**config.mk**
```make
export PLATFORM = sky130hd
export DESIGN_NAME = port_a_upper_pin_function_mux
export DESIGN_NICKNAME = d
export VERILOG_FILES = /design/src/verilog/pin_mux_pkg.sv /design/src/verilog/port_a_upper_pin_function_mux.sv /design/src/verilog/pin_route_cell.sv
export SDC_FILE = /design/constraint.sdc
export NUM_CORES = 1
export LEC_CHECK = 0
export BUFFER_PORTS_ARGS = -buffer_cell sky130_fd_sc_hd__buf_2
export CAP_MARGIN = 20
export CELL_PAD_IN_SITES_DETAIL_PLACEMENT = 0
export CELL_PAD_IN_SITES_GLOBAL_PLACEMENT = 2
export CORE_MARGIN = 4
export CORE_UTILIZATION = 32
export DETAILED_ROUTE_END_ITERATION = 10
export PLACE_DENSITY_LB_ADDON = 0.1
export SYNTH_ARGS = -nofsm -noshare
export SYNTH_HDL_FRONTEND = slang
export SYNTH_SLANG_ARGS = --single-unit
```
**constraint.sdc**
```tcl
create_clock -name clk_i -period 3.65 [get_ports clk_i]
set_input_delay 0.365 -clock clk_i [delete_from_list [all_inputs] [get_ports clk_i]]
set_output_delay 0.365 -clock clk_i [all_outputs]
set_load 0.005 [all_outputs]
```
**src/verilog/pin_mux_pkg.sv**
```systemverilog
package pin_mux_pkg;

  // Register bus
  localparam int ADDR_W = 8;
  localparam int DATA_W = 32;
  localparam logic [7:0] MUX_SELECT_OFS = 8'h00;
  localparam logic [7:0] MUX_CONFIG_OFS = 8'h04;
  localparam logic [31:0] MUX_SELECT_RESET = 32'h0000_0000;
  localparam logic [31:0] READ_ZERO = 32'h0000_0000;

  // Field layout: pin n at bits 2n+1..2n
  localparam int FIELD_W = 2;
  localparam int FIELD_COUNT = 16;
  localparam int PIN15_LSB = 30;
  localparam int PIN14_LSB = 28;
  localparam int PIN13_LSB = 26;
  localparam int ROUTED_PINS = 3;

  // Config register: pwm_mode_setting
  localparam int PWM_MODE_LSB = 0;
  localparam int PWM_MODE_W = 2;
  localparam logic [1:0] PWM_MODE_RESET = 2'h0;
  localparam logic [1:0] PWM_MODE_TRIP = 2'h0;
  localparam logic [1:0] PWM_MODE_PWM = 2'h3;

  // Selection codes
  localparam logic [1:0] CODE_GPIO = 2'h0;
  localparam logic [1:0] CODE_SEL1 = 2'h1;
  localparam logic [1:0] CODE_SEL2 = 2'h2;
  localparam logic [1:0] CODE_SEL3 = 2'h3;

  // Level seen by a peripheral input that has no pin routed to it
  localparam logic IDLE_INPUT = 1'b1;

endpackage

```
**src/verilog/port_a_upper_pin_function_mux.sv**
```systemverilog
`timescale 1ns/1ps
module port_a_upper_pin_function_mux
  import pin_mux_pkg::*;
#(
  parameter bit EXT_PWM_VARIANT = 1'b0,
  parameter bit HAS_ASYNC_B = 1'b1,
  parameter bit HAS_SYNC_B = 1'b1,
  parameter bit HAS_CAN_B = 1'b1
)
(
  // Clock and reset
  input wire logic clk_i,
  input wire logic rst_i,
  // Register port
  input wire logic [ADDR_W-1:0] addr_i,
  input wire logic [DATA_W-1:0] wr_data_i,
  input wire logic wr_i,
  input wire logic rd_i,
  output logic [DATA_W-1:0] rd_data_o,
  input wire logic protected_write_enable_i,
  // Pads of pins 13, 14, 15 (index 0, 1, 2)
  input wire logic [2:0] pad_in_i,
  output logic [2:0] pad_out_o,
  output logic [2:0] pad_oe_o,
  // General-purpose I/O logic
  input wire logic [2:0] gpio_out_i,
  input wire logic [2:0] gpio_oe_i,
  output logic [2:0] gpio_in_o,
  // Trip zones 2, 3, 4
  output logic [2:0] trip_zone_in_o,
  // PWM outputs A of channels 14, 15, 16
  input wire logic pwm14_out_a_i,
  input wire logic pwm15_out_a_i,
  input wire logic pwm16_out_a_i,
  // Asynchronous serial port B
  output logic async_b_receive_o,
  input wire logic async_b_transmit_i,
  // CAN controller B
  output logic can_b_receive_o,
  // Synchronous serial port B: data out/in (0), clock (1), select (2)
  input wire logic [2:0] sync_b_out_i,
  input wire logic [2:0] sync_b_oe_i,
  output logic [2:0] sync_b_in_o
);

  logic [31:0] mux_select_reg;
  logic [1:0] pwm_mode_reg;
  logic [DATA_W-1:0] rd_data_reg;
  logic [2:0] pad_meta_reg;
  logic [2:0] pad_sync_reg;
  logic [2:0] pad_out_reg;
  logic [2:0] pad_oe_reg;
  logic [2:0] gpio_in_reg;
  logic [2:0] trip_zone_reg;
  logic async_rx_reg;
  logic can_rx_reg;
  logic [2:0] sync_in_reg;

  logic write_allowed;
  logic pwm_active;
  logic [1:0] field [ROUTED_PINS];
  logic [3:0] src_out [ROUTED_PINS];
  logic [3:0] src_oe [ROUTED_PINS];
  logic [3:0] avail [ROUTED_PINS];
  logic [3:0] sel [ROUTED_PINS];
  logic [2:0] route_out;
  logic [2:0] route_oe;
  logic [2:0] pwm_a;

  // Register writes need the protected write enable
  assign write_allowed = wr_i && protected_write_enable_i;

  always_ff @(posedge clk_i)
  begin
    if (rst_i)
    begin
      mux_select_reg <= MUX_SELECT_RESET;
    end
    else if (write_allowed && addr_i == MUX_SELECT_OFS)
    begin
      mux_select_reg <= wr_data_i;
    end
  end

  // Mode register shares the same protection
  always_ff @(posedge clk_i)
  begin
    if (rst_i)
    begin
      pwm_mode_reg <= PWM_MODE_RESET;
    end
    else if (write_allowed && addr_i == MUX_CONFIG_OFS)
    begin
      pwm_mode_reg <= wr_data_i[PWM_MODE_LSB +: PWM_MODE_W];
    end
  end

  always_ff @(posedge clk_i)
  begin
    if (rst_i)
    begin
      rd_data_reg <= READ_ZERO;
    end
    else if (rd_i)
    begin
      case (addr_i)
        MUX_SELECT_OFS: rd_data_reg <= mux_select_reg;
        MUX_CONFIG_OFS: rd_data_reg <= {30'h0000_0000, pwm_mode_reg};
        default: rd_data_reg <= READ_ZERO;
      endcase
    end
    else
    begin
      rd_data_reg <= READ_ZERO;
    end
  end

  // Pads are asynchronous to clk_i
  always_ff @(posedge clk_i)
  begin
    if (rst_i)
    begin
      pad_meta_reg <= 3'h0;
      pad_sync_reg <= 3'h0;
    end
    else
    begin
      pad_meta_reg <= pad_in_i;
      pad_sync_reg <= pad_meta_reg;
    end
  end

  // Only 1,1 hands the pins to PWM; odd settings fall back to trip zones
  assign pwm_active = EXT_PWM_VARIANT && (pwm_mode_reg == PWM_MODE_PWM);

  assign field[0] = mux_select_reg[PIN13_LSB +: FIELD_W];
  assign field[1] = mux_select_reg[PIN14_LSB +: FIELD_W];
  assign field[2] = mux_select_reg[PIN15_LSB +: FIELD_W];
  assign pwm_a = {pwm16_out_a_i, pwm15_out_a_i, pwm14_out_a_i};

  // Pin 13 sources per code
  assign src_out[0] = {sync_b_out_i[0], 1'b0, pwm_a[0], gpio_out_i[0]};
  assign src_oe[0] = {sync_b_oe_i[0], 1'b0, pwm_active, gpio_oe_i[0]};
  assign avail[0] = {HAS_SYNC_B, HAS_CAN_B, 1'b1, 1'b1};

  // Pin 14 sources per code
  assign src_out[1] = {sync_b_out_i[1], async_b_transmit_i, pwm_a[1], gpio_out_i[1]};
  assign src_oe[1] = {sync_b_oe_i[1], 1'b1, pwm_active, gpio_oe_i[1]};
  assign avail[1] = {HAS_SYNC_B, HAS_ASYNC_B, 1'b1, 1'b1};

  // Pin 15 sources per code
  assign src_out[2] = {sync_b_out_i[2], 1'b0, pwm_a[2], gpio_out_i[2]};
  assign src_oe[2] = {sync_b_oe_i[2], 1'b0, pwm_active, gpio_oe_i[2]};
  assign avail[2] = {HAS_SYNC_B, HAS_ASYNC_B, 1'b1, 1'b1};

  genvar p;
  generate
    for (p = 0; p < ROUTED_PINS; p++)
    begin : g_pin
      pin_route_cell u_cell (
        .field_i(field[p]),
        .avail_i(avail[p]),
        .src_out_i(src_out[p]),
        .src_oe_i(src_oe[p]),
        .pad_out_o(route_out[p]),
        .pad_oe_o(route_oe[p]),
        .sel_o(sel[p])
      );

      always_ff @(posedge clk_i)
      begin
        if (rst_i)
        begin
          pad_out_reg[p] <= 1'b0;
          pad_oe_reg[p] <= 1'b0;
          gpio_in_reg[p] <= 1'b0;
          trip_zone_reg[p] <= IDLE_INPUT;
          sync_in_reg[p] <= IDLE_INPUT;
        end
        else
        begin
          pad_out_reg[p] <= route_out[p];
          pad_oe_reg[p] <= route_oe[p];
          // General I/O input always follows the pin, as on a real port
          gpio_in_reg[p] <= pad_sync_reg[p];
          // Trip input only when code 01 does not carry PWM
          trip_zone_reg[p] <= (sel[p][1] && !pwm_active) ? pad_sync_reg[p]
                                                         : IDLE_INPUT;
          sync_in_reg[p] <= sel[p][3] ? pad_sync_reg[p] : IDLE_INPUT;
        end
      end
    end
  endgenerate

  always_ff @(posedge clk_i)
  begin
    if (rst_i)
    begin
      async_rx_reg <= IDLE_INPUT;
      can_rx_reg <= IDLE_INPUT;
    end
    else
    begin
      async_rx_reg <= sel[2][2] ? pad_sync_reg[2] : IDLE_INPUT;
      can_rx_reg <= sel[0][2] ? pad_sync_reg[0] : IDLE_INPUT;
    end
  end

  assign rd_data_o = rd_data_reg;
  assign pad_out_o = pad_out_reg;
  assign pad_oe_o = pad_oe_reg;
  assign gpio_in_o = gpio_in_reg;
  assign trip_zone_in_o = trip_zone_reg;
  assign async_b_receive_o = async_rx_reg;
  assign can_b_receive_o = can_rx_reg;
  assign sync_b_in_o = sync_in_reg;

  chk_write_blocked: assert property (
    @(posedge clk_i) disable iff (rst_i)
    (wr_i && !protected_write_enable_i && addr_i == MUX_SELECT_OFS)
      |=> $stable(mux_select_reg))
    else $error("unprotected write changed mux register");

  chk_write_stored: assert property (
    @(posedge clk_i) disable iff (rst_i)
    (wr_i && protected_write_enable_i && addr_i == MUX_SELECT_OFS && !rd_i)
      ##1 (!wr_i && !rd_i)
      ##1 (rd_i && addr_i == MUX_SELECT_OFS && !wr_i)
      |=> rd_data_o == $past(wr_data_i, 3))
    else $error("mux register read back differs from write");

  chk_read_idle: assert property (
    @(posedge clk_i) disable iff (rst_i)
    !rd_i |=> rd_data_o == READ_ZERO)
    else $error("read data not zero outside read cycle");

  chk_reset_gpio: assert property (
    @(posedge clk_i) disable iff (rst_i)
    $fell(rst_i) |-> (mux_select_reg == MUX_SELECT_RESET) ##1 (pad_oe_o == gpio_oe_i))
    else $error("fields not general I/O after reset");

  chk_gpio_follow: assert property (
    @(posedge clk_i) disable iff (rst_i)
    (field[1] == CODE_GPIO) |=> pad_oe_o[1] == $past(gpio_oe_i[1])
      && pad_out_o[1] == $past(gpio_out_i[1]))
    else $error("pin 14 not following general I/O");

  chk_pin15_trip: assert property (
    @(posedge clk_i) disable iff (rst_i)
    (field[2] == CODE_SEL1 && !pwm_active)
      |=> !pad_oe_o[2] && trip_zone_in_o[2] == $past(pad_sync_reg[2]))
    else $error("pin 15 trip input not routed");

  chk_pin14_trip: assert property (
    @(posedge clk_i) disable iff (rst_i)
    (field[1] == CODE_SEL1 && !pwm_active)
      |=> !pad_oe_o[1] && trip_zone_in_o[1] == $past(pad_sync_reg[1]))
    else $error("pin 14 trip input not routed");

  chk_pin13_trip: assert property (
    @(posedge clk_i) disable iff (rst_i)
    (field[0] == CODE_SEL1 && !pwm_active)
      |=> !pad_oe_o[0] && trip_zone_in_o[0] == $past(pad_sync_reg[0]))
    else $error("pin 13 trip input not routed");

  chk_pin14_pwm: assert property (
    @(posedge clk_i) disable iff (rst_i)
    (EXT_PWM_VARIANT && pwm_mode_reg == PWM_MODE_PWM && field[1] == CODE_SEL1)
      |=> pad_oe_o[1] && pad_out_o[1] == $past(pwm15_out_a_i)
      && trip_zone_in_o[1] == IDLE_INPUT)
    else $error("pin 14 pwm output not routed");

  chk_pin13_pwm: assert property (
    @(posedge clk_i) disable iff (rst_i)
    (EXT_PWM_VARIANT && pwm_mode_reg == PWM_MODE_PWM && field[0] == CODE_SEL1)
      |=> pad_oe_o[0] && pad_out_o[0] == $past(pwm14_out_a_i)
      && trip_zone_in_o[0] == IDLE_INPUT)
    else $error("pin 13 pwm output not routed");

  chk_pin15_pwm: assert property (
    @(posedge clk_i) disable iff (rst_i)
    (EXT_PWM_VARIANT && pwm_mode_reg == PWM_MODE_PWM && field[2] == CODE_SEL1)
      |=> pad_oe_o[2] && pad_out_o[2] == $past(pwm16_out_a_i)
      && trip_zone_in_o[2] == IDLE_INPUT)
    else $error("pin 15 pwm output not routed");

  chk_pin14_tx: assert property (
    @(posedge clk_i) disable iff (rst_i)
    (HAS_ASYNC_B && field[1] == CODE_SEL2)
      |=> pad_oe_o[1] && pad_out_o[1] == $past(async_b_transmit_i))
    else $error("pin 14 transmit not driven");

  chk_pin15_rx: assert property (
    @(posedge clk_i) disable iff (rst_i)
    (HAS_ASYNC_B && field[2] == CODE_SEL2) ##1 (field[2] == CODE_SEL2)
      |=> async_b_receive_o == $past(pad_meta_reg[2], 2) && !pad_oe_o[2])
    else $error("pin 15 receive path wrong");

  chk_pin13_can: assert property (
    @(posedge clk_i) disable iff (rst_i)
    (HAS_CAN_B && field[0] == CODE_SEL2)
      |=> can_b_receive_o == $past(pad_sync_reg[0]) && !pad_oe_o[0])
    else $error("pin 13 CAN receive path wrong");

  chk_sync_bidir: assert property (
    @(posedge clk_i) disable iff (rst_i)
    (HAS_SYNC_B && field[2] == CODE_SEL3)
      |=> pad_oe_o[2] == $past(sync_b_oe_i[2]) && sync_b_in_o[2] == $past(pad_sync_reg[2]))
    else $error("pin 15 select line not bidirectional");

  chk_pin13_data: assert property (
    @(posedge clk_i) disable iff (rst_i)
    (HAS_SYNC_B && field[0] == CODE_SEL3)
      |=> pad_out_o[0] == $past(sync_b_out_i[0]) && sync_b_in_o[0] == $past(pad_sync_reg[0]))
    else $error("pin 13 sync data line wrong");

  chk_pin14_clock: assert property (
    @(posedge clk_i) disable iff (rst_i)
    (HAS_SYNC_B && field[1] == CODE_SEL3)
      |=> pad_oe_o[1] == $past(sync_b_oe_i[1]) && trip_zone_in_o[1] == IDLE_INPUT)
    else $error("pin 14 sync clock line wrong");

endmodule

```
**src/verilog/pin_route_cell.sv**
```systemverilog
`timescale 1ns/1ps
module pin_route_cell
  import pin_mux_pkg::*;
(
  // Selection
  input wire logic [1:0] field_i,
  input wire logic [3:0] avail_i,
  // Per-code sources
  input wire logic [3:0] src_out_i,
  input wire logic [3:0] src_oe_i,
  // Routed result
  output logic pad_out_o,
  output logic pad_oe_o,
  output logic [3:0] sel_o
);

  always_comb
  begin
    sel_o = 4'h0;
    pad_out_o = 1'b0;
    pad_oe_o = 1'b0;
    // Reserved codes keep the pad released, the safest of undefined states
    if (avail_i[field_i])
    begin
      sel_o[field_i] = 1'b1;
      pad_out_o = src_out_i[field_i];
      pad_oe_o = src_oe_i[field_i];
    end
  end

endmodule

```
Yosys cells after proc, flatten, opt, wreduce, memory -nomap -nowiden. Index checks and enable logic that the tools add are counted.

Mux-type cells: 28. Equality and inequality tests: 1. Reductions and logical operators: 19. Order comparisons: 6. Bitwise operators: 12.

Operators with widths (number): one-hot mux 32 bit (2 select lines) (1); OR reduction 2 bit (12); binary-select mux 1 bit (select 2 bit) (9); 2-to-1 mux 1 bit (12); 2-to-1 mux 4 bit (3); inverter 1 bit (12); < comparator 2 x 3 -> 1 bit, second input constant (3); == test 8 x 3 -> 1 bit, second input constant (1); logical NOT 8 bit (1); demux 1 bit (select 2 bit) (3); >= comparator 2 x 1 -> 1 bit, second input constant (3); logical AND 1 bit (6).

Bits in registers: 89. Logic and storage cells: 88. Input port bits: 64.

Depth between registers and ports, before layout. Gate-level depths: netlist of run 1.

Depth in word-level cells: 7. Mapped depth: 5. Gate-level depth less buffers: 3.

Modules after synthesis. Synthesis of run 1 repeated with hierarchy kept, for this count alone.

Cells, all modules: 309. Area, all modules: 3443.3 um^2.

By module, submodules not included: port_a_upper_pin_function_mux (seq. area each 1781.7 um^2, area each 3071.7 um^2, cells an instance 276, instances 1); pin_route_cell (seq. area each 0.0 um^2, area each 123.9 um^2, cells an instance 11, instances 3).

Worst setup path before layout of run 1. No wires, ideal clock.

Path type: input to register. Start: input port addr_i[7]. End: register mux_select_reg[28]. Path buffers: 2. Required time: 3.530 ns. Stages: 5. Slack: 1.717 ns. Data arrival time: 1.813 ns. Library setup time: 0.120 ns. Cells stage by stage: or4_4 -> or4_1 -> buf_6 -> buf_12 -> mux2i_1.

Longest elaborated chain between the ends: 2.

Ends and longest elaborated chain: from (decl) (line port_a_upper_pin_function_mux.sv:15) `input wire logic [ADDR_W-1:0] addr_i,`; logical NOT 8 bit (line port_a_upper_pin_function_mux.sv:79) `else if (write_allowed && addr_i == MUX_SELECT_OFS)`; logical AND 1 bit (line port_a_upper_pin_function_mux.sv:79); to (signal assigned) (line port_a_upper_pin_function_mux.sv:81) `mux_select_reg <= wr_data_i;`; to (decl) (line port_a_upper_pin_function_mux.sv:46) `logic [31:0] mux_select_reg;`.

Every way passes these cells. A chain may end at the register's enable or synchronous reset.

Final worst setup path of run 1.
Start: input port addr_i[7]. End: register mux_select_reg[4].

Same word-level chain as after synthesis.

==> metrics, run 1 <==
final weighted congestion of routability-driven global placement=0.654; drt initial violations=35; effective utilization at floorplan=between 30% and 40%; count of hold buffers inserted by post-cts repair=0; CTS clock-pin slew for the worst setup and hold paths=roughly 0.09 ns; nature of the critical path endpoint=flip-flop; fraction of final layout cells sized beyond drive strength 1=about a third; Overall Global Routing Usage=11.6%; met3 wire length=between 500 and 600 microns; standard-cell row count=36; CP max stage delay=1.16 ns; number of buffers added for setup after CTS=0; Buffers & Inverters on Critical Path=1; count of warnings emitted by yosys=0; residual DRC count=0; most frequent cells in the layout=sky130_fd_sc_hd__buf_2, sky130_fd_sc_hd__dfxtp_1, sky130_fd_sc_hd__nand2b_1; worst hold path cell count=2; mapped cell area=around 0.0032 sq mm; fin. max-slew vios=0; ratio of routed vias to standard cells=roughly 4.1; count of buffers inserted at the top-level ports=112; boundary pin count=around 110; worst hold path class=input port to flip-flop; setup TNS=0 ns; first-pass GRT wire length=10,400 microns; highest routing layer actually used=met5; clk_skew=about 0.0086 ns; peak clock frequency supported by timing=around 440 MHz; number of H-tree branching levels=3; final standard cell utilization of the core=between 40% and 50%; Worst Path Arrival=approximately 2.5 ns; unrepaired setup endpoints after global routing=false; startpoint types=input port; post-synthesis sequential element count=slightly below 90; critical path, cell by cell=buf_2 -> or4_4 -> or4_2 -> mux2i_1; Tightest Pin Transition=between 1 and 1.5 ns; Period minus WS final=about 2.3 ns; Critical-path top delay cell=sky130_fd_sc_hd__or4_2; Cells after Synth=290; Clock Tree Buf Depth=2; total half-perimeter wirelength after legalization and detailed placement=around 4300 microns; Rel. slew slack=30.6%; syn nets=roughly 350; final number of setup-violating endpoints=0; total routed wire length on the met1 layer=2750 microns; antenna violations before repair=1; detailed route wirelength on metal2=3140 microns; Main synth FF type=sky130_fd_sc_hd__dfxtp_1; vias in the first global route=2,171; later-pin clock latency in the skew report=approximately 0.34 ns; reg2reg path depth=3; routed via count=roughly 2,200; Max Cap Violations=0; Filler Cell Count=between 1,000 and 1,500; mean routed wirelength per cell=12.2 microns; Avg Synthesized Cell Area=11.0 sq um; count of final hold-check violations=0; worst setup path category=input port to flip-flop; status=finished, final reports clean; family with the most delay on the worst path=simple AND/OR/NAND/NOR gates; Netlist cell types=25; core area=0.00973 sq mm; P per Cell Area=~420 mW/mm^2; leakage power=slightly below 2 nW; sequential share of the synthesized area=between 50% and 60%; number of synthesized flops with an enable pin=0; residual overflow from global routing=0; maximum number of pins on one net before global-route repair=55; CTS sink cnt=89; standard cell area after detailed placement=between 0.003 and 0.004 sq mm; Max rail drop VDD=0.224 mV; ANT nets after route=0; Clk Tree Root Cell=sky130_fd_sc_hd__clkbuf_8; number of buffers created by CTS=9; register-to-register path setup slack=2.46 ns; data required time at the worst endpoint=roughly 3.8 ns; hold endpoint=pad_meta_reg[0]; width of the die=approximately 110 microns; number of instances resized during post-cts repair=0; startpoint of the worst register-to-register path=mux_select_reg[27]; total die area=roughly 0.012 sq mm; Total Routed Length=roughly 6500 microns; hold path start=pad_in_i[0]; share of async-settable or async-resettable flops after synthesis=0%; Layout Area Growth over Synthesis=25.0%; Reg2Reg Capture Point=pad_out_o[0]; Max Fanout on Critical Path=32; total inserted antenna cells=0; TritonCTS clock tree=yes; Period Utilization, post-route=61.9%; Layout Cell Area excl Fill=0.00398 sq mm; most common cell after layout, fill and taps aside=sky130_fd_sc_hd__buf_2; first-pass iteration count of the detailed router=4; Vert. Die Dim=roughly 110 microns; Final #Nets=roughly 460
## synthesized netlist by cell type (all sizes together) (3+ instances only)
master	count	share of area, %
or3	3	0.67
nand2	5	0.59
nand3b	4	0.94
and2	30	5.9
or4	3	0.86
a21oi	3	0.47
nor2b	10	2.0
nand2b	67	13
nand3	5	0.79
dfxtp	89	56
mux2i	37	12
buf	4	2.2
clkbuf	14	1.7
nor2	9	1.1
## how the worst max path moves through the flow
stage,from,to,cells past startpoint
2_1_floorplan,addr_i[7],mux_select_reg[28],5
3_3_place_gp,addr_i[7],mux_select_reg[26],4
3_5_place_dp,addr_i[7],mux_select_reg[4],4
4_1_cts,addr_i[7],mux_select_reg[4],4
5_1_grt,addr_i[7],mux_select_reg[4],4
6_report,addr_i[7],mux_select_reg[4],4
## routing by layer
metal	track usage, %	up-vias
met2	19.3	59
met4	4.60	2
li1	-	1140
met1	12.7	990
met5	0	-
met3	5.46	12
## layout make-up
cell class / instances / area [sq um] / area share, %
tap: 133 / 166 / 4.18
clock inverter: 6 / 42.5 / 1.07
clock buffer: 10 / 128 / 3.21
multi-input combinational: 182 / 1280 / 32.2
timing repair buffer: 114 / 576 / 14.5
inverter: 1 / 3.75 / 0.0943
sequential: 89 / 1780 / 44.8
## cell families (layout without fill, tap and decap cells)
family          after synthesis  in the layout  synth area share, %
compound gates                6              6                 1.18
mux                          39             39                 12.7
flops                        89             89                 56.0
buf+inv                      19            131                 4.01
simple gates                137            137                 26.1
## per-stage QoR
| step | hold slack [ns] | power [mW] | worst slack (ns) | cells |
|---|---|---|---|---|
| 6_report | 0.219 | 1.66 | 1.39 | 535 |
| 5_1_grt | 0.201 | 1.74 | 1.32 | 535 |
| 4_1_cts | 0.196 | 1.70 | 1.38 | 535 |
| 3_5_place_dp | 0.430 | 1.09 | 0.998 | 519 |
| 3_3_place_gp | 0.419 | 1.09 | 1.02 | 519 |
| 2_1_floorplan | 0.414 | 1.04 | 1.72 | 290 |
## power by group
group / switching (mW) / internal, mW / leakage (nW)
Clock: 0.345 / 0.250 / 0.0831
Combinational: 0.0331 / 0.0493 / 1.14
Sequential: 0.00203 / 0.978 / 0.720
Total: 0.380 / 1.28 / 1.94
Note: power is estimated with default switching activity, not from simulation.
==> run 2: changes to the inputs <==
--- a/config.mk
+++ b/config.mk
@@ -10,7 +10,7 @@
 export CELL_PAD_IN_SITES_DETAIL_PLACEMENT = 0
 export CELL_PAD_IN_SITES_GLOBAL_PLACEMENT = 2
 export CORE_MARGIN = 4
-export CORE_UTILIZATION = 32
+export CORE_UTILIZATION = 27
 export DETAILED_ROUTE_END_ITERATION = 10
 export PLACE_DENSITY_LB_ADDON = 0.1
 export SYNTH_ARGS = -nofsm -noshare
==> constraint.sdc (replaced) <==
create_clock -name clk_i -period 2 [get_ports clk_i]
set_input_delay 0.2 -clock clk_i [delete_from_list [all_inputs] [get_ports clk_i]]
set_output_delay 0.2 -clock clk_i [all_outputs]
set_load 0.005 [all_outputs]
==> run 2 against run 1 <==
Against the previous run:
- utilization down 4.6 points
- clock skew shrank 0.0054 ns
- non-clock buffer count grew 5
==> metrics, run 2 (synthesized netlist as in run 1, its figures left out) <==
status=finished, final reports clean; Max rail drop VDD=0.621 mV (+180%); TritonCTS clock tree=yes; register area=0.00178 sq mm (unchanged); antenna violations before repair=0 (-1); CTS clock-pin slew for the worst setup and hold paths=0.06 ns (-0.03 ns); first-pass GRT wire length=10,900 microns (+4.4%); final standard cell utilization of the core=36.3% (-4.6 points); area of the multi-input gates=0.00128 sq mm (unchanged); met3 wire length=700 microns (+37%); effective utilization at floorplan=27.8% (-5.0 points); most frequent cells in the layout=sky130_fd_sc_hd__buf_2, sky130_fd_sc_hd__dfxtp_1, sky130_fd_sc_hd__nand2b_1; Worst Path Arrival=1.90 ns (-0.55 ns); vias in the first global route=2,171 (unchanged); detailed route wirelength on metal2=3370 microns (+7.6%); overall power=3.52 mW (+110%); later-pin clock latency in the skew report=0.34 ns (about the same); first-pass iteration count of the detailed router=4 (unchanged); worst setup path category=input port to flip-flop; number of buffers created by CTS=9 (unchanged); Total Routed Length=7100 microns (+9.0%); worst hold path cell count=2 (unchanged); routed via count=2,247 (+2.0%); total routed wire length on the met1 layer=2950 microns (+7.1%); leakage power=2.03 nW (+4.5%); Final #Nets=466 (+1.1%); mean routed wirelength per cell=12.9 microns (+6.0%); final number of setup-violating endpoints=0 (unchanged); maximum number of pins on one net before global-route repair=35 (-36%); hold endpoint=pad_meta_reg[1]; Max Fanout on Critical Path=32 (unchanged); Period Utilization, post-route=between 80% and 90%; hold path start=pad_in_i[1]; Tightest Pin Transition=0.358 ns (-0.682 ns); highest routing layer actually used=met4; unrepaired setup endpoints after global routing=false; startpoint types=input port; reg2reg path depth=3 (unchanged); total inserted antenna cells=0 (unchanged); boundary pin count=113 (unchanged); P per Cell Area=845 mW/mm^2 (+100%); startpoint of the worst register-to-register path=mux_select_reg[27]; ANT nets after route=0 (unchanged); Clk Tree Root Cell=sky130_fd_sc_hd__clkbuf_16; Layout Area Growth over Synthesis=30.7%; register-to-register path setup slack=0.83 ns (-1.63 ns); Max Cap Violations=0 (unchanged); number of instances resized during post-cts repair=0 (unchanged); number of cells after detailed placement=534 (+2.9%); number of H-tree branching levels=3 (unchanged); fraction of final layout cells sized beyond drive strength 1=34.6% (+0.56 points); Clock Tree Buf Depth=2 (unchanged); core area=0.0115 sq mm (+18%); standard-cell row count=39 (+8.3%); total die area=0.0136 sq mm (+17%); count of buffers inserted at the top-level ports=112 (unchanged); width of the die=117 microns (+8.2%); peak clock frequency supported by timing=a little under 600 MHz; residual DRC count=0 (unchanged); Overall Global Routing Usage=10.6% (-1.0 points); count of hold buffers inserted by post-cts repair=0 (unchanged); final weighted congestion of routability-driven global placement=0.673 (+2.9%); total half-perimeter wirelength after legalization and detailed placement=4870 microns (+13%); Vert. Die Dim=117 microns (+8.2%); nature of the critical path endpoint=flip-flop; ratio of routed vias to standard cells=4.09 (-0.78%); Filler Cell Count=1,197 (+15%); drt initial violations=80 (+130%); count of final hold-check violations=0 (unchanged); Period minus WS final=approximately 1.7 ns; Reg2Reg Capture Point=pad_out_o[0]; most common cell after layout, fill and taps aside=sky130_fd_sc_hd__buf_2; residual overflow from global routing=0 (unchanged); data required time at the worst endpoint=2.22 ns (-1.62 ns); clk_skew=0.00326 ns (-0.00535 ns); count of placed standard cells in the final layout, fillers left out=550 (+2.8%); fin. max-slew vios=0 (unchanged); Rel. slew slack=75.9% (+45 points); number of buffers added for setup after CTS=0 (unchanged); CTS sink cnt=89 (unchanged); worst hold path class=input port to flip-flop
## run 2: stage by stage
stage	hold slack [ns]	worst slack [ns]	cell area, sq um	setup TNS [ns]
after floorplan	0.328	0.232	3180	0
after global placement	0.413	-0.0233	3880	-0.616
after detailed placement	0.420	-0.0428	3880	-0.929
after CTS	0.0632	0.325	4160	0
after global routing	0.0763	0.300	4160	0
final	0.0768	0.316	4160	0
## run 2: worst max path at each step
stage / start / end / slack, ns / cells after the start
after floorplan: addr_i[7] / mux_select_reg[28] / 0.23 / 5
after global placement: addr_i[7] / mux_select_reg[20] / -0.02 / 5
after detailed placement: addr_i[7] / mux_select_reg[19] / -0.04 / 5
after CTS: addr_i[7] / mux_select_reg[19] / 0.33 / 5
after global routing: addr_i[7] / mux_select_reg[22] / 0.30 / 5
final: addr_i[7] / mux_select_reg[21] / 0.32 / 5
## run 2: area by class of cell
class,instances,area share (%)
clock buffers,13,6.26
multi-input cells,182,30.8
flip-flops and latches,89,42.8
inverters,1,0.0903
repair buffers,119,15.3
well taps,143,4.30
clock inverters,3,0.361
## run 2: worst max-delay path: stages
cell and delay [ns]:
sky130_fd_sc_hd__buf_2 0.10, sky130_fd_sc_hd__or4_4 0.52, sky130_fd_sc_hd__or4_2 0.69, sky130_fd_sc_hd__buf_12 0.22, sky130_fd_sc_hd__mux2i_1 0.15
## run 2: per-layer routing
layer	GRT usage, %	vias up
li1	-	1148
met1	12.0	1031
met2	16.5	63
met3	6.22	5
met4	3.90	0
met5	0	-
## run 2: power breakdown
group	switching [mW]	total (mW)	internal (mW)
Combinational	0.0641	0.158	0.0941
Clock	0.662	1.57	0.904
Sequential	0.00384	1.79	1.79
Total	0.730	3.52	2.78
==> run 3: changes to the inputs <==
==> constraint.sdc (replaced) <==
create_clock -name clk_i -period 1.4 [get_ports clk_i]
set_input_delay 0.14 -clock clk_i [delete_from_list [all_inputs] [get_ports clk_i]]
set_output_delay 0.14 -clock clk_i [all_outputs]
set_load 0.005 [all_outputs]
==> run 3 against run 2 <==
Against the previous run:
- the flow now finishes with violations (negative setup slack)
- die area unchanged
- cell area increased by 3.7%
- via count hardly changed
- power increased by 47%
- clock power up 50%
- first-iteration DRC count shrank 28%
- worst setup slack worse by 0.35 ns
- hold slack got worse by 0.054 ns
- sequential power up 43%
- flip-flop and latch count stayed put
- non-clock buffer count is 6 higher
- sequential share of layout area fell by 1.5 points
==> metrics, run 3 (synthesized netlist as in run 1, its figures left out) <==
status=complete, but fails checks; violated checks=negative setup slack; CP max stage delay=0.55 ns (-0.14 ns); unrepaired setup endpoints after global routing=true; ANT nets after route=0 (unchanged); Filler Cell Count=1,151 (-3.8%); GR met1 Demand/Resource=13.7% (+1.7 points); residual DRC count=0 (unchanged); core area=0.0115 sq mm (unchanged); Overall Global Routing Usage=11.5% (+0.97 points); Critical-path top delay cell=sky130_fd_sc_hd__or4_4; vias in the first global route=2,297 (+5.8%); Period minus WS final=approximately 1.4 ns; peak clock frequency supported by timing=696 MHz; P per Cell Area=1190 mW/mm^2 (+41%); total half-perimeter wirelength after legalization and detailed placement=4700 microns (-3.5%); total inserted antenna cells=0 (unchanged); Max rail drop VDD=0.665 mV (+7.0%); hold path start=pad_in_i[0]; Max Fanout on Critical Path=8 (-75%); Buffers & Inverters on Critical Path=2 (unchanged); final weighted congestion of routability-driven global placement=0.640 (-5.0%); Hold Worst Slack=0.0227 ns (-0.0541 ns); met3 demand-to-capacity share in global routing=3.99% (-2.2 points); worst hold path class=input port to flip-flop; drt initial violations=58 (-28%); instance count on the critical path=5 (unchanged); GR met2 Demand/Resource=18.2% (+1.8 points); count of buffers inserted at the top-level ports=112 (unchanged); mean routed wirelength per cell=13.4 microns (+4.2%); Reg2Reg Capture Point=pad_out_o[1]; Critical Path Most Common Cell=sky130_fd_sc_hd__or4_4; CTS sink cnt=89 (unchanged); nature of the critical path endpoint=flip-flop; fin. max-slew vios=0 (unchanged); reg2reg path depth=2 (-1); startpoint types=input port; ratio of routed vias to standard cells=4.04 (-0.99%); Total Routed Length=7470 microns (+5.3%); routed via count=2,249 (+0.089%); final standard cell utilization of the core=37.6% (+1.4 points); maximum number of pins on one net before global-route repair=59 (+69%); boundary pin count=113 (unchanged); worst hold path cell count=2 (unchanged); Clock Tree Buf Depth=2 (unchanged); final number of setup-violating endpoints=28 (+28); TritonCTS clock tree=yes; hold endpoint=pad_meta_reg[0]; number of H-tree branching levels=3 (unchanged); width of the die=117 microns (unchanged); first-pass GRT wire length=11,700 microns (+7.6%); family with the most delay on the worst path=simple AND/OR/NAND/NOR gates; number of buffers created by CTS=9 (unchanged); most frequent cells in the layout=sky130_fd_sc_hd__buf_2, sky130_fd_sc_hd__dfxtp_1, sky130_fd_sc_hd__nand2b_1; Vert. Die Dim=117 microns (unchanged); most used routing layer in global routing=met2; data required time at the worst endpoint=1.63 ns (-0.59 ns); fraction of final layout cells sized beyond drive strength 1=35.4% (+0.71 points); count of final hold-check violations=0 (unchanged); leakage power=2.11 nW (+4.0%); Layout Area Growth over Synthesis=35.5%; worst setup path category=input port to flip-flop; register-to-register path setup slack=0.27 ns (-0.56 ns); Max Cap Violations=0 (unchanged); first-pass iteration count of the detailed router=4 (unchanged); effective utilization at floorplan=27.8% (unchanged); Final #Nets=472 (+1.3%); Rel. slew slack=80.0% (+4.1 points); total die area=0.0136 sq mm (unchanged); later-pin clock latency in the skew report=0.34 ns (about the same); clk_skew=0.00348 ns (+0.000217 ns); critical path, cell by cell=buf_6 -> or4_4 -> or4_4 -> clkbuf_16 -> mux2i_1; least setup slack across all paths after layout=-0.0368 ns (-0.353 ns); Tightest Pin Transition=0.300 ns (-0.0586 ns); Worst Path Arrival=1.66 ns (-0.24 ns); Period Utilization, post-route=103%; standard-cell row count=39 (unchanged); Clk Tree Root Cell=sky130_fd_sc_hd__clkbuf_16; overall power=5.15 mW (+47%); worst setup slack after placement=-0.440 ns (-0.398 ns); setup TNS=-0.421 ns (-0.421 ns); startpoint of the worst register-to-register path=mux_select_reg[28]; CTS clock-pin slew for the worst setup and hold paths=0.06 ns (about the same); residual overflow from global routing=0 (unchanged); most common cell after layout, fill and taps aside=sky130_fd_sc_hd__buf_2; antenna violations before repair=0 (unchanged)
[run 3: cell types whose count changed in the layout (fill, tap and decap cells not counted), sizes merged]
cell / change
dlygate4sd3: +2
clkinv: -1
clkbuf: +2
buf: +3
[run 3: cell type report]
type	count	area (sq um)	area share [%]
sequential	89	1780	41.3
multi-input combinational	182	1300	30.0
timing repair buffer	125	759	17.6
clock buffer	14	284	6.58
tap	143	179	4.15
clock inverter	2	10.0	0.232
inverter	1	3.75	0.0870
[run 3: routing by layer]
| metal | vias up | share of wire, % |
|---|---|---|
| met1 | 1007 | 43 |
| li1 | 1170 | - |
| met4 | 0 | 2.4 |
| met2 | 59 | 47 |
| met5 | - | 0 |
| met3 | 13 | 7.5 |
[run 3: worst reg2reg max path: cells and delay by family (launching register included)]
kind,cells,cell delay [ns]
DFF,1,0.39
muxes,1,0.50
and+or+nand+nor,1,0.13
[run 3: per-stage QoR]
| step | std cells | cell area, sq um |
|---|---|---|
| 3_3_place_gp | 534 | 3890 |
| 3_5_place_dp | 534 | 3890 |
| 4_1_cts | 555 | 4280 |
| 5_1_grt | 556 | 4310 |
| 2_1_floorplan | 290 | 3190 |
| 6_report | 556 | 4310 |
[run 3: worst max path at each step]
stage,end,from
2_1_floorplan,mux_select_reg[28],addr_i[7]
3_3_place_gp,mux_select_reg[20],addr_i[7]
3_5_place_dp,mux_select_reg[21],addr_i[7]
4_1_cts,mux_select_reg[2],addr_i[7]
5_1_grt,mux_select_reg[30],addr_i[7]
6_report,mux_select_reg[29],addr_i[7]
[run 3: what timing repair did]
item | in CTS | in global routing
pin swaps | 1 | 0
setup buffers | 1 | 0
endpoints found under the hold margin | 2 | 0
gates cloned | 2 | 1
resized for setup | 5 | 1
setup endpoints to repair | 34 | 56
hold buffers | 2 | 0
[run 3: where the power goes]
group	switching (mW)	internal, mW	leakage (nW)
Combinational	0.0944	0.144	1.24
Sequential	0.00508	2.55	0.720
Clock	0.962	1.39	0.149
